File: config.mk
export PLATFORM = sky130hd
export DESIGN_NAME = dccl_top
export DESIGN_NICKNAME = d
export VERILOG_FILES = /design/src/pkg/dccl_pkg.sv /design/src/verilog/dccl_channel.sv /design/src/verilog/dccl_top.sv
export VERILOG_INCLUDE_DIRS = /design/src /design/src/pkg
export SDC_FILE = /design/constraint.sdc
export NUM_CORES = 1
export LEC_CHECK = 0
export BUFFER_PORTS_ARGS = -buffer_cell sky130_fd_sc_hd__clkbuf_2
export CAP_MARGIN = 20
export CORE_MARGIN = 2
export CORE_UTILIZATION = 55
export CTS_CLUSTER_DIAMETER = 60
export CTS_CLUSTER_SIZE = 12
export DETAILED_ROUTE_END_ITERATION = 10
export PLACE_DENSITY_LB_ADDON = 0.05
export SLEW_MARGIN = 40
export SYNTH_ARGS = -nofsm -noshare
export SYNTH_HDL_FRONTEND = slang
export SYNTH_HIERARCHICAL = 1
export SYNTH_SLANG_ARGS = --single-unit
export TNS_END_PERCENT = 5
File: constraint.sdc
create_clock -name clk_in -period 4.7 [get_ports clk_in]
set_input_delay 0.94 -clock clk_in [delete_from_list [all_inputs] [get_ports clk_in]]
set_output_delay 0.94 -clock clk_in [all_outputs]
set_load 0.01 [all_outputs]
File: src/pkg/dccl_params.svh
// Purpose: offsets, field positions, reset values and timing counts
// Assumes: 8-bit registers on a plain strobe port
// Notes:   definitions only
`ifndef DCCL_PARAMS_SVH
`define DCCL_PARAMS_SVH

`define DCCL_ADDR_W          3
`define DCCL_OFF_CTRL0       3'h0
`define DCCL_OFF_CTRL1       3'h1
`define DCCL_OFF_SHARED      3'h2
`define DCCL_OFF_FLAGS       3'h3
`define DCCL_OFF_ENABLES     3'h4

`define DCCL_CTRL_ON         7
`define DCCL_CTRL_OUT        6
`define DCCL_CTRL_OE         5
`define DCCL_CTRL_POL        4
`define DCCL_CTRL_SP         3
`define DCCL_CTRL_REF        2
`define DCCL_CTRL_CH_HI      1
`define DCCL_CTRL_CH_LO      0
`define DCCL_CTRL_RESET      8'h08
`define DCCL_CTRL_WMASK      8'hBF

`define DCCL_SH_MOUT1        7
`define DCCL_SH_MOUT2        6
`define DCCL_SH_RESET        8'h00
`define DCCL_SH_WMASK        8'h3F

`define DCCL_FLG_RESET       8'h00
`define DCCL_EN_RESET        8'h00

`define DCCL_PHASES          4
`define DCCL_PH_W            2
`define DCCL_PH_ONE          2'h0
`define DCCL_PH_TWO          2'h1
`define DCCL_PH_THREE        2'h2
`define DCCL_PH_FOUR         2'h3

`endif

File: src/pkg/dccl_pkg.sv
// Purpose: shared types of the comparator change logic
// Assumes: nothing
// Notes:   constants live in dccl_params.svh
package dccl_pkg;

   typedef enum logic [1:0] {
      DCCL_PH1 = 2'b00,
      DCCL_PH2 = 2'b01,
      DCCL_PH3 = 2'b10,
      DCCL_PH4 = 2'b11
   } dccl_phase_e;

   typedef struct packed {
      logic       enable;
      logic       out_bit;
      logic       pin_en;
      logic       invert;
      logic       speed;
      logic       ref_sel;
      logic [1:0] chan;
   } dccl_ctrl_s;

   typedef struct packed {
      logic       enable;
      logic       speed;
      logic       ref_sel;
      logic [1:0] chan;
   } dccl_analog_s;

endpackage : dccl_pkg

File: src/verilog/dccl_channel.sv
// Purpose: one comparator channel: control, output stage, mismatch latches
// Assumes: phase strobes and access pulses from the top, same clock
// Notes:   raw comparison arrives already synchronised
`include "dccl_params.svh"
module dccl_channel (
   input  wire logic              clk_in,
   input  wire logic              rst_in,
   input  wire logic              raw_in,
   input  wire logic              access_in,
   input  wire logic              wr_in,
   input  wire logic [7:0]        wdata_in,
   input  wire logic              ph_one_in,
   input  wire logic              ph_three_in,
   output dccl_pkg::dccl_ctrl_s   ctrl_out,
   output logic                   out_bit_out,
   output logic                   mismatch_out
);
   dccl_pkg::dccl_ctrl_s ctrl;
   logic                 out_reg;
   logic                 latch_one;
   logic                 latch_three;
   logic                 access_pend;
   logic                 wr_pend;
   logic [7:0]           wr_data;
   logic                 gated;
   logic                 next_out;

   // disabled comparator feeds zero into the inversion stage
   assign gated    = ctrl.enable & raw_in;
   assign next_out = gated ^ ctrl.invert;

   // output registered once per instruction cycle, at phase one
   always_ff @(posedge clk_in) begin
      if (rst_in) begin
         out_reg <= 1'b0;
      end else if (ph_one_in) begin
         out_reg <= next_out;
      end
   end

   // access pulses are held until phase three
   always_ff @(posedge clk_in) begin
      if (rst_in) begin
         access_pend <= 1'b0;
         wr_pend     <= 1'b0;
         wr_data     <= 8'h00;
      end else if (ph_three_in) begin
         // an access is consumed at this edge; never replay it a cycle later
         access_pend <= 1'b0;
         wr_pend     <= 1'b0;
         wr_data     <= wdata_in;
      end else if (access_in) begin
         access_pend <= 1'b1;
         wr_pend     <= wr_in;
         wr_data     <= wdata_in;
      end
   end

   // latch one follows the output at phase three of a register access,
   // the read half of every write lands here too
   always_ff @(posedge clk_in) begin
      if (rst_in) begin
         latch_three <= 1'b0;
      end else if (ph_three_in && (access_pend || access_in)) begin
         latch_three <= out_reg;
      end
   end

   // latch two follows the output at phase one of every cycle
   always_ff @(posedge clk_in) begin
      if (rst_in) begin
         latch_one <= 1'b0;
      end else if (ph_one_in) begin
         latch_one <= out_reg;
      end
   end

   // new settings apply at phase three, on the same edge where the read latches the old output
   always_ff @(posedge clk_in) begin
      if (rst_in) begin
         ctrl <= dccl_pkg::dccl_ctrl_s'(`DCCL_CTRL_RESET);
      end else if (ph_three_in && (wr_pend || (access_in && wr_in))) begin
         ctrl <= dccl_pkg::dccl_ctrl_s'(
            (access_in && wr_in ? wdata_in : wr_data) & `DCCL_CTRL_WMASK);
      end
   end

   always_comb begin
      ctrl_out         = ctrl;
      ctrl_out.out_bit = out_reg;
   end
   assign out_bit_out  = out_reg;
   assign mismatch_out = latch_one ^ latch_three;

endmodule : dccl_channel

File: src/verilog/dccl_top.sv
// Purpose: two-comparator control, change detection and interrupt request
// Assumes: analog results arrive as asynchronous levels; the bus strobes
//          and interrupt enables are on clk_in
// Notes:   analog routing leaves as control levels to the front end
`include "dccl_params.svh"

// Notes on behaviour
// - raw result high when noninverting exceeds inverting
// - output_invert inverts the reported output
// - comparator_enable powers the comparator on
// - channel_select routes one of four pins
// - noninv_ref_select picks reference or pin
// - pin drive needs pin enable, direction, enable
// - pin enable overrides port data latch
// - internal output registered each instruction cycle
// - speed_power_select resets to normal speed
// - output readable in own and shared register
// - first latch captures at phase three access
// - second latch captures every phase one
// - mismatch is xor of both latches
// - write also clears the mismatch
// - flag set on mismatch rising edge
// - software clears flag, writing one sets it
// - interrupt needs all three enables set
// - disabled comparator feeds zero to inverter
// - access latches first, write applies last
// - output change during read may miss flag
// - enabled comparator runs and wakes in sleep
// - reset returns control registers to defaults
// - reference select one routes internal reference
// - shared register read leaves mismatch untouched
module dccl_top #(
   parameter int CHANNELS = 2
) (
   input  wire logic                      clk_in,
   input  wire logic                      rst_in,
   input  wire logic [`DCCL_ADDR_W-1:0]   addr_in,
   input  wire logic [7:0]                wdata_in,
   input  wire logic                      wr_in,
   input  wire logic                      rd_in,
   output logic      [7:0]                rdata_out,
   input  wire logic [CHANNELS-1:0]       raw_result_in,
   input  wire logic [CHANNELS-1:0]       pin_direction_bit_in,
   input  wire logic [CHANNELS-1:0]       port_data_in,
   input  wire logic                      sleep_in,
   input  wire logic                      peripheral_int_enable_in,
   input  wire logic                      global_int_enable_in,
   output dccl_pkg::dccl_analog_s [CHANNELS-1:0] analog_out,
   output logic      [CHANNELS-1:0]       pin_out,
   output logic      [CHANNELS-1:0]       pin_oe_out,
   output logic      [CHANNELS-1:0]       internal_out,
   output logic      [5:0]                shared_cfg_out,
   output logic                           irq_out,
   output logic                           wake_out
);
   // ------------------------------------------------------------
   // phase sequencer
   // ------------------------------------------------------------
   dccl_pkg::dccl_phase_e      phase;
   dccl_pkg::dccl_phase_e      next_phase;
   logic                       ph_one;
   logic                       ph_three;

   // phase one is held during sleep so the second latch keeps tracking
   always_comb begin
      next_phase = phase;
      unique case (phase)
         dccl_pkg::DCCL_PH1: next_phase = sleep_in ? dccl_pkg::DCCL_PH1
                                                   : dccl_pkg::DCCL_PH2;
         dccl_pkg::DCCL_PH2: next_phase = dccl_pkg::DCCL_PH3;
         dccl_pkg::DCCL_PH3: next_phase = dccl_pkg::DCCL_PH4;
         dccl_pkg::DCCL_PH4: next_phase = dccl_pkg::DCCL_PH1;
      endcase
   end

   always_ff @(posedge clk_in) begin
      if (rst_in) begin
         phase <= dccl_pkg::DCCL_PH1;
      end else begin
         phase <= next_phase;
      end
   end

   assign ph_one   = (phase == dccl_pkg::DCCL_PH1);
   assign ph_three = (phase == dccl_pkg::DCCL_PH3) && !sleep_in;

   // ------------------------------------------------------------
   // input synchronisers
   // ------------------------------------------------------------
   logic [CHANNELS-1:0]        raw_meta;
   logic [CHANNELS-1:0]        raw_sync;
   logic [CHANNELS-1:0]        dir_meta;
   logic [CHANNELS-1:0]        dir_sync;
   logic [CHANNELS-1:0]        port_meta;
   logic [CHANNELS-1:0]        port_sync;

   always_ff @(posedge clk_in) begin
      if (rst_in) begin
         raw_meta  <= '0;
         raw_sync  <= '0;
         dir_meta  <= '1;
         dir_sync  <= '1;
         port_meta <= '0;
         port_sync <= '0;
      end else begin
         raw_meta  <= raw_result_in;
         raw_sync  <= raw_meta;
         dir_meta  <= pin_direction_bit_in;
         dir_sync  <= dir_meta;
         port_meta <= port_data_in;
         port_sync <= port_meta;
      end
   end

   // ------------------------------------------------------------
   // channels
   // ------------------------------------------------------------
   dccl_pkg::dccl_ctrl_s [CHANNELS-1:0] ctrl;
   logic [CHANNELS-1:0]        out_bit;
   logic [CHANNELS-1:0]        mismatch;
   logic [CHANNELS-1:0]        ctrl_access;

   genvar g;
   generate
      for (g = 0; g < CHANNELS; g = g + 1) begin : g_chan
         // only the own control register touches the mismatch latch
         assign ctrl_access[g] = (wr_in || rd_in) &&
            (addr_in == (`DCCL_OFF_CTRL0 + `DCCL_ADDR_W'(g)));
         dccl_channel u_chan (
            .clk_in       (clk_in),
            .rst_in       (rst_in),
            .raw_in       (raw_sync[g]),
            .access_in    (ctrl_access[g]),
            .wr_in        (wr_in),
            .wdata_in     (wdata_in),
            .ph_one_in    (ph_one),
            .ph_three_in  (ph_three),
            .ctrl_out     (ctrl[g]),
            .out_bit_out  (out_bit[g]),
            .mismatch_out (mismatch[g])
         );
      end
   endgenerate

   // ------------------------------------------------------------
   // shared control and interrupt registers
   // ------------------------------------------------------------
   logic [5:0]                 shared_cfg;
   logic [CHANNELS-1:0]        flag;
   logic [CHANNELS-1:0]        int_en;
   logic [CHANNELS-1:0]        mismatch_d;
   logic [CHANNELS-1:0]        rise;

   always_ff @(posedge clk_in) begin
      if (rst_in) begin
         shared_cfg <= 6'(`DCCL_SH_RESET);
      end else if (wr_in && addr_in == `DCCL_OFF_SHARED) begin
         shared_cfg <= wdata_in[5:0];
      end
   end

   always_ff @(posedge clk_in) begin
      if (rst_in) begin
         int_en <= '0;
      end else if (wr_in && addr_in == `DCCL_OFF_ENABLES) begin
         int_en <= wdata_in[CHANNELS-1:0];
      end
   end

   always_ff @(posedge clk_in) begin
      if (rst_in) begin
         mismatch_d <= '0;
      end else begin
         mismatch_d <= mismatch;
      end
   end

   // rising edge sets the flag whatever the pin enable; set beats clear
   assign rise = mismatch & ~mismatch_d;

   always_ff @(posedge clk_in) begin
      if (rst_in) begin
         flag <= '0;
      end else if (wr_in && addr_in == `DCCL_OFF_FLAGS) begin
         flag <= wdata_in[CHANNELS-1:0] | rise;
      end else begin
         flag <= flag | rise;
      end
   end

   // ------------------------------------------------------------
   // read port
   // ------------------------------------------------------------
   logic [7:0]                 next_rdata;

   always_comb begin
      next_rdata = 8'h00;
      unique case (addr_in)
         `DCCL_OFF_CTRL0:   next_rdata = ctrl[0];
         `DCCL_OFF_CTRL1:   next_rdata = ctrl[1];
         `DCCL_OFF_SHARED:  next_rdata = {out_bit[0], out_bit[1],
                                          shared_cfg};
         `DCCL_OFF_FLAGS:   next_rdata = {{(8-CHANNELS){1'b0}}, flag};
         `DCCL_OFF_ENABLES: next_rdata = {{(8-CHANNELS){1'b0}}, int_en};
         default:           next_rdata = 8'h00;
      endcase
   end

   always_ff @(posedge clk_in) begin
      if (rst_in) begin
         rdata_out <= 8'h00;
      end else begin
         rdata_out <= rd_in ? next_rdata : 8'h00;
      end
   end

   // ------------------------------------------------------------
   // outputs
   // ------------------------------------------------------------
   integer i;
   localparam dccl_pkg::dccl_ctrl_s CTRL_RST = dccl_pkg::dccl_ctrl_s'(`DCCL_CTRL_RESET);

   always_ff @(posedge clk_in) begin
      if (rst_in) begin
         pin_out      <= '0;
         pin_oe_out   <= '0;
         internal_out <= '0;
         // front end sees the reset settings, speed bit included
         for (i = 0; i < CHANNELS; i = i + 1) begin
            analog_out[i].enable  <= CTRL_RST.enable;
            analog_out[i].speed   <= CTRL_RST.speed;
            analog_out[i].ref_sel <= CTRL_RST.ref_sel;
            analog_out[i].chan    <= CTRL_RST.chan;
         end
      end else begin
         for (i = 0; i < CHANNELS; i = i + 1) begin
            // pin override ignores enable; driven level needs all three
            pin_oe_out[i]   <= ctrl[i].pin_en & ~dir_sync[i];
            pin_out[i]      <= ctrl[i].pin_en ?
               (out_bit[i] & ctrl[i].enable) : port_sync[i];
            internal_out[i] <= out_bit[i];
            analog_out[i].enable  <= ctrl[i].enable;
            analog_out[i].speed   <= ctrl[i].speed;
            analog_out[i].ref_sel <= ctrl[i].ref_sel;
            analog_out[i].chan    <= ctrl[i].chan;
         end
      end
   end

   always_ff @(posedge clk_in) begin
      if (rst_in) begin
         shared_cfg_out <= 6'(`DCCL_SH_RESET);
         irq_out        <= 1'b0;
         wake_out       <= 1'b0;
      end else begin
         shared_cfg_out <= shared_cfg;
         // a change within the read cycle may be missed by software
         wake_out <= |(flag & int_en) & peripheral_int_enable_in;
         irq_out  <= |(flag & int_en) & peripheral_int_enable_in
                     & global_int_enable_in;
      end
   end

endmodule : dccl_top

# --- After elaboration in Yosys (flattened, before gate mapping) ---
# Index checks and enable logic that the tools add are counted.
word_totals:
  register_bits: 98
  latch_bits: 0
  ramBits: 0
  mem_bits_ro: 0
  inputBits: 24
  out_inout_bits: 32
  elab_cells: 114
  n_memories: 0
classes:
  n_addsub: 0
  n_mul: 0
  div: 0
  n_lt_le_gt_ge: 0
  eq_ne: 7
  n_shift: 0
  n_mux: 12
  n_bitwise: 20
  reduce_logical: 25
op_table:
  columns: ["operator", "n"]
  rows:
  - ["8-bit 2-to-1 mux", 6]
  - ["8-bit one-hot mux with 5 select lines", 1]
  - ["1-bit logical AND", 12]
  - ["1-bit AND", 8]
  - ["2-bit one-hot mux with 4 select lines", 1]
  - ["3-bit by 2-bit equality test with 1-bit output (second input constant)", 2]
  - ["2-bit OR reduction", 3]
  - ["1-bit logical OR", 5]
  - ["2-bit AND", 2]
  - ["2-bit equality test (second input constant)", 2]
  - ["2-bit OR", 2]
  - ["2-bit nonzero test", 2]
  - ["1-bit bitwise XOR", 4]
  - ["3-bit by 1-bit equality test with 1-bit output (second input constant)", 1]
  - ["3-bit equality test (second input constant)", 1]
  - ["3-bit zero test", 1]
  - ["1-bit 2-to-1 mux", 3]
  - ["1-bit inverter", 3]
  - ["2-bit by 1-bit equality test with 1-bit output (second input constant)", 1]
  - ["2-bit zero test", 1]
  - ["2-bit 2-to-1 mux", 1]
  - ["2-bit inverter", 1]
  - ["1-bit zero test", 1]

# --- Depth between registers and ports, before layout ---
depth:
  ltp_word: 5
  mapped_depth: 10
  depth_no_buf: 6

# --- Hierarchy ---
# Netlist, hierarchy kept.
by_module_without_submodules:
  columns: ["mod", "instances", "cells_per_inst", "area_per_inst_um2", "seq_area_each_um2"]
  rows:
  - ["dccl_top", 1, 185, 2057.0, 1161.1]
  - ["dccl_channel", 2, 96, 855.8, 380.4]

# --- Least setup slack after synthesis ---
# No wires, ideal clock.
synth_path:
  kind: "in2reg"
  start: "input port addr_in[1]"
  end: "register, netlist name g_chan[1].u_chan/ctrl_out[0]"
  arrival_time_ns: 2.188
  path_slack_ns: 2.371
  stages: 10
  cell_sequence: "buf_6 -> buf_12 -> nor2b_4 -> nor2b_1 -> buf_6 -> a21o_1 -> buf_6 -> and2_4 -> buf_6 -> a311oi_2"
synth_via:
  elab_chain_cells: 5
  word_cells_on_any_way: 6
  cone_classes: "eq/ne (1); mux (1); reduce/logical (4)"
synth_rtl:
  columns: ["element", "line", "source"]
  rows:
  - ["start: declaration", "dccl_top.sv:37", "input wire logic [`DCCL_ADDR_W-1:0] addr_in,"]
  - ["3-bit by 1-bit equality test with 1-bit output *", "dccl_top.sv:128", "(addr_in == (`DCCL_OFF_CTRL0 + `DCCL_ADDR_W'(g)));"]
  - ["1-bit logical AND *", "dccl_top.sv:127", "assign ctrl_access[g] = (wr_in || rd_in) &&"]
  - ["named net ctrl_access[1]", "dccl_top.sv:121", "logic [CHANNELS-1:0] ctrl_access;"]
  - ["1-bit logical AND *", "dccl_channel.sv:82, dccl_channel.sv:84", null]
  - ["1-bit logical OR", "dccl_channel.sv:82", "end else if (ph_three_in && (wr_pend || (access_in && wr_in))) begin"]
  - ["1-bit logical AND", "dccl_channel.sv:82", null]
# The timed path passes the listed nets; every way through them passes the cells marked *.
# A chain may end at the register's enable or synchronous reset.

# --- Worst setup path in the final report ---
layout_path:
  start: "input port addr_in[1]"
  end: "register, netlist name g_chan[1].u_chan/ctrl_out[4]"
layout_via:
  elab_chain_cells: 5
  word_cells_on_any_way: 6
  cone_classes: "eq/ne (1); mux (1); reduce/logical (4)"
layout_rtl:
  columns: ["element", "line"]
  rows:
  - ["3-bit by 1-bit equality test with 1-bit output *", "dccl_top.sv:128"]
  - ["1-bit logical AND *", "dccl_top.sv:127"]
  - ["named net ctrl_access[1]", "dccl_top.sv:121"]
  - ["1-bit logical AND *", "dccl_channel.sv:82, dccl_channel.sv:84"]
  - ["1-bit logical OR", "dccl_channel.sv:82"]
  - ["1-bit logical AND", "dccl_channel.sv:82"]
# Marks and branches as above.

==> impl_results.md <==
- Drt drc: 0
- WL final: 7450 microns
- Flop pwr share: 56.0%
- Post-route minimum period: 2.34 ns
- Antenna violations before repair: 0
- Slew margin rel.: 66.7%
- Die width: 86.8 microns
- Top post-synthesis cells by count: 96 x dfxtp_1, 38 x nand2_1, 33 x a21oi_1
- Hold depth: 1
- Register-to-Register Path Depth: 7
- Most common cell in the synthesized netlist: dfxtp_1
- Crit path required time: 4.92 ns
- Initial DRC Count: 144
- Vias/cell: 5.36
- Net Count, Synth: 403
- Ys async rst share: 0%
- Worst VDD drop: 0.176 mV
- EDFF count, synth: 0
- Setup TNS: 0 ns
- Endpoints failing hold: 0
- Grt ovf: 0
- Ratio of cells with drive above 1 in the final layout: 25.5%
- Mean Syn Cell Area: 10.0 sq um
- Critical Path Source Type: input port
- Total Routing Usage GR: 21.2%
- Pwr dens: 382 nW/um^2
- Via Count: 2697
- RSZ-0062 raised after global routing: false
- Status: completed
- Nets: 444
- Area of the multi-input gates: 1630 sq um
- Tot Pwr: 0.00159 W
- Starting density of the core: 56.1%
- Worst Setup End Kind: flop
- Vias in the first global route: 2450
- CTS tree: yes
- Postcts setup bufs: 0
- FMAX: 427 MHz
- Final Cycle Share: 49.8%
- Setup CP Type: in2reg
- Drt first pass iters: 4
- # IOs: 56
- Combinational share of power: 12.9%
- Sequential area share after synthesis: 51.0%
- Flop2flop setup slack: 2.93 ns
- # fillers: 612
- CTS Root Buffer Type: clkbuf_8
- Area Overhead vs Synth: 10.7%
- Die Ht: 86.8 microns
- Sw Pwr: 0.000440 W
- Hold-fix buffers, CTS: 0
- Slew Limit Fails: 0
- Clock Latency Late Sink: 0.36 ns
- Setup ws final: 2.36 ns
- Synth top area share: 51.0%
- Synth Flop Type: dfxtp_1
- Syn Inst Count: 377
- Port bufs: 54
- Storage element area: 1920 sq um
- Antenna cells: 0
- Die area: 7530 sq um
- Yosys warns: 6
- Clock power share: 31.1%
- Pin count of the biggest net entering global routing: 42
- H-Tree Depth: 3
- Crit path max fanout: 19
- First-pass GRT wire length: 12100 microns
- Pre-CTS setup slack: 1.99 ns
- Setup violations, final: 0
- Num rows: 30
- #FFs+latches synth: 96
- Clock slew at reported path FFs: 0.09 ns
- Num CTS Buffers: 9
- Global placer's final weighted congestion: 0.838
- Switch share: 27.6%
- Hold Crit Class: reg2reg
- Slew at the pin closest to its max-slew limit: 0.499 ns
- Routed wire per std cell: 14.8 microns
- Synth area leaders: dfxtp_1 51%, mux2i_1 6.1%, nor2b_1 5.0%, a311oi_2 4.8%, a21oi_1 4.4%
- Post-route ant nets: 0
- Synth unique cells: 39
- Final HPWL DP: 5240 microns
- Int Pwr: 0.00115 W
- Area leader, netlist: dfxtp_1
- Clock sinks: 96
- Core ar.: 6720 sq um
- Post-cts sizing count: 0
- # Max-Cap Violations: 0
- Leak Pwr: 1.62 nW
- Cell area after layout: 4170 sq um
- Mapped cell area: 3770 sq um
- Clock Skews: 0.0101 ns
- Post-DP Area: 3980 sq um
- Max clock buf depth: 2
- Worst EP arrival: 2.56 ns
## sequential cells by signal (all words and copies together) (netlist names), 6 cells and up
| signal | count |
|---|---|
| shared_cfg_out | 6 |
| g_chan.u_chan/ctrl_out | 14 |
| rdata_out | 8 |
| shared_cfg | 6 |
| g_chan.u_chan/wr_data | 14 |
| analog_out | 10 |
## per-layer routing
| metal | global-route usage [%] | part of all wire, % |
|---|---|---|
| met5 | 0 | 0 |
| met4 | 9.94 | 2.3 |
| met3 | 3.14 | 4.1 |
| met2 | 30.6 | 43 |
| met1 | 31.1 | 50 |
## layout make-up
class,instances,share of cell area [%]
Clock inverter,5,0.990
Multi-Input combinational cell,246,39.1
Tap cell,80,2.40
Inverter,5,0.450
Timing Repair Buffer,60,7.62
Clock buffer,11,3.39
Sequential cell,96,46.1
## power by group through the flow
| stage | clock (W) | combinational, W | sequential, W |
|---|---|---|---|
| 2_1_floorplan | 0 | 0.000158 | 0.000903 |
| 3_3_place_gp | 0 | 0.000198 | 0.000909 |
| 3_5_place_dp | 0 | 0.000203 | 0.000910 |
| 4_1_cts | 0.000505 | 0.000204 | 0.000892 |
| 5_1_grt | 0.000538 | 0.000230 | 0.000898 |
| 6_report | 0.000496 | 0.000206 | 0.000892 |
## kinds of logic after synthesis
| group | count (synthesis) | synth area share, % |
|---|---|---|
| muxes | 25 | 7.01 |
| AOI/OAI and AO/OA | 80 | 15.4 |
| buffers and inverters | 35 | 5.98 |
| DFF | 96 | 51.0 |
| adders and majority gates | 2 | 0.664 |
| and+or+nand+nor | 135 | 19.1 |
| xor gates and xnor gates | 4 | 0.930 |
## metrics by stage
| step | utilization [%] | cells | hold WS [ns] |
|---|---|---|---|
| floorplan | - | 377 | 0.373 |
| global placement | 59.2 | 487 | 0.382 |
| detailed placement | 59.2 | 487 | 0.383 |
| CTS | 62.0 | 503 | 0.398 |
| global route | 62.1 | 503 | 0.414 |
| finish | 62.1 | 503 | 0.396 |
## critical path, stage by stage
cell and delay [ns]:
clkbuf_2 0.27, nor2b_4 0.27, nor2b_1 0.17, buf_4 0.23, a21o_1 0.32, and2_4 0.26, a311oi_2 0.10
## cells in the final DEF (no fill, tap or decap), drive strengths merged
master / n
o21bai: 1
o22ai: 2
nand4b: 1
nor3: 3
nand2b: 7
buf: 7
nand2: 38
mux2i: 23
clkinv: 2
a21oi: 37
clkbuf: 64
nand3: 14
a211oi: 7
mux4: 1
o21ai: 16
xor2: 4
nor2: 20
a311oi: 12
and4bb: 2
ha: 2
dfxtp: 96
mux2: 1
inv: 6
nor3b: 3
a41oi: 2
a22oi: 1
a21o: 2
nor2b: 31
or2: 12
clkinvlp: 2
and2: 3
and3b: 1
## worst paths after layout
kind               startpoint                            to
hold / removal    dir_sync[0]                 pin_oe_out[0]
setup reg to reg     phase[0]   g_chan[0].u_chan/wr_data[5]
setup / recovery   addr_in[1]  g_chan[1].u_chan/ctrl_out[4]
hold reg to reg   dir_sync[0]                 pin_oe_out[0]
Power figures use the tool's default switching activity.
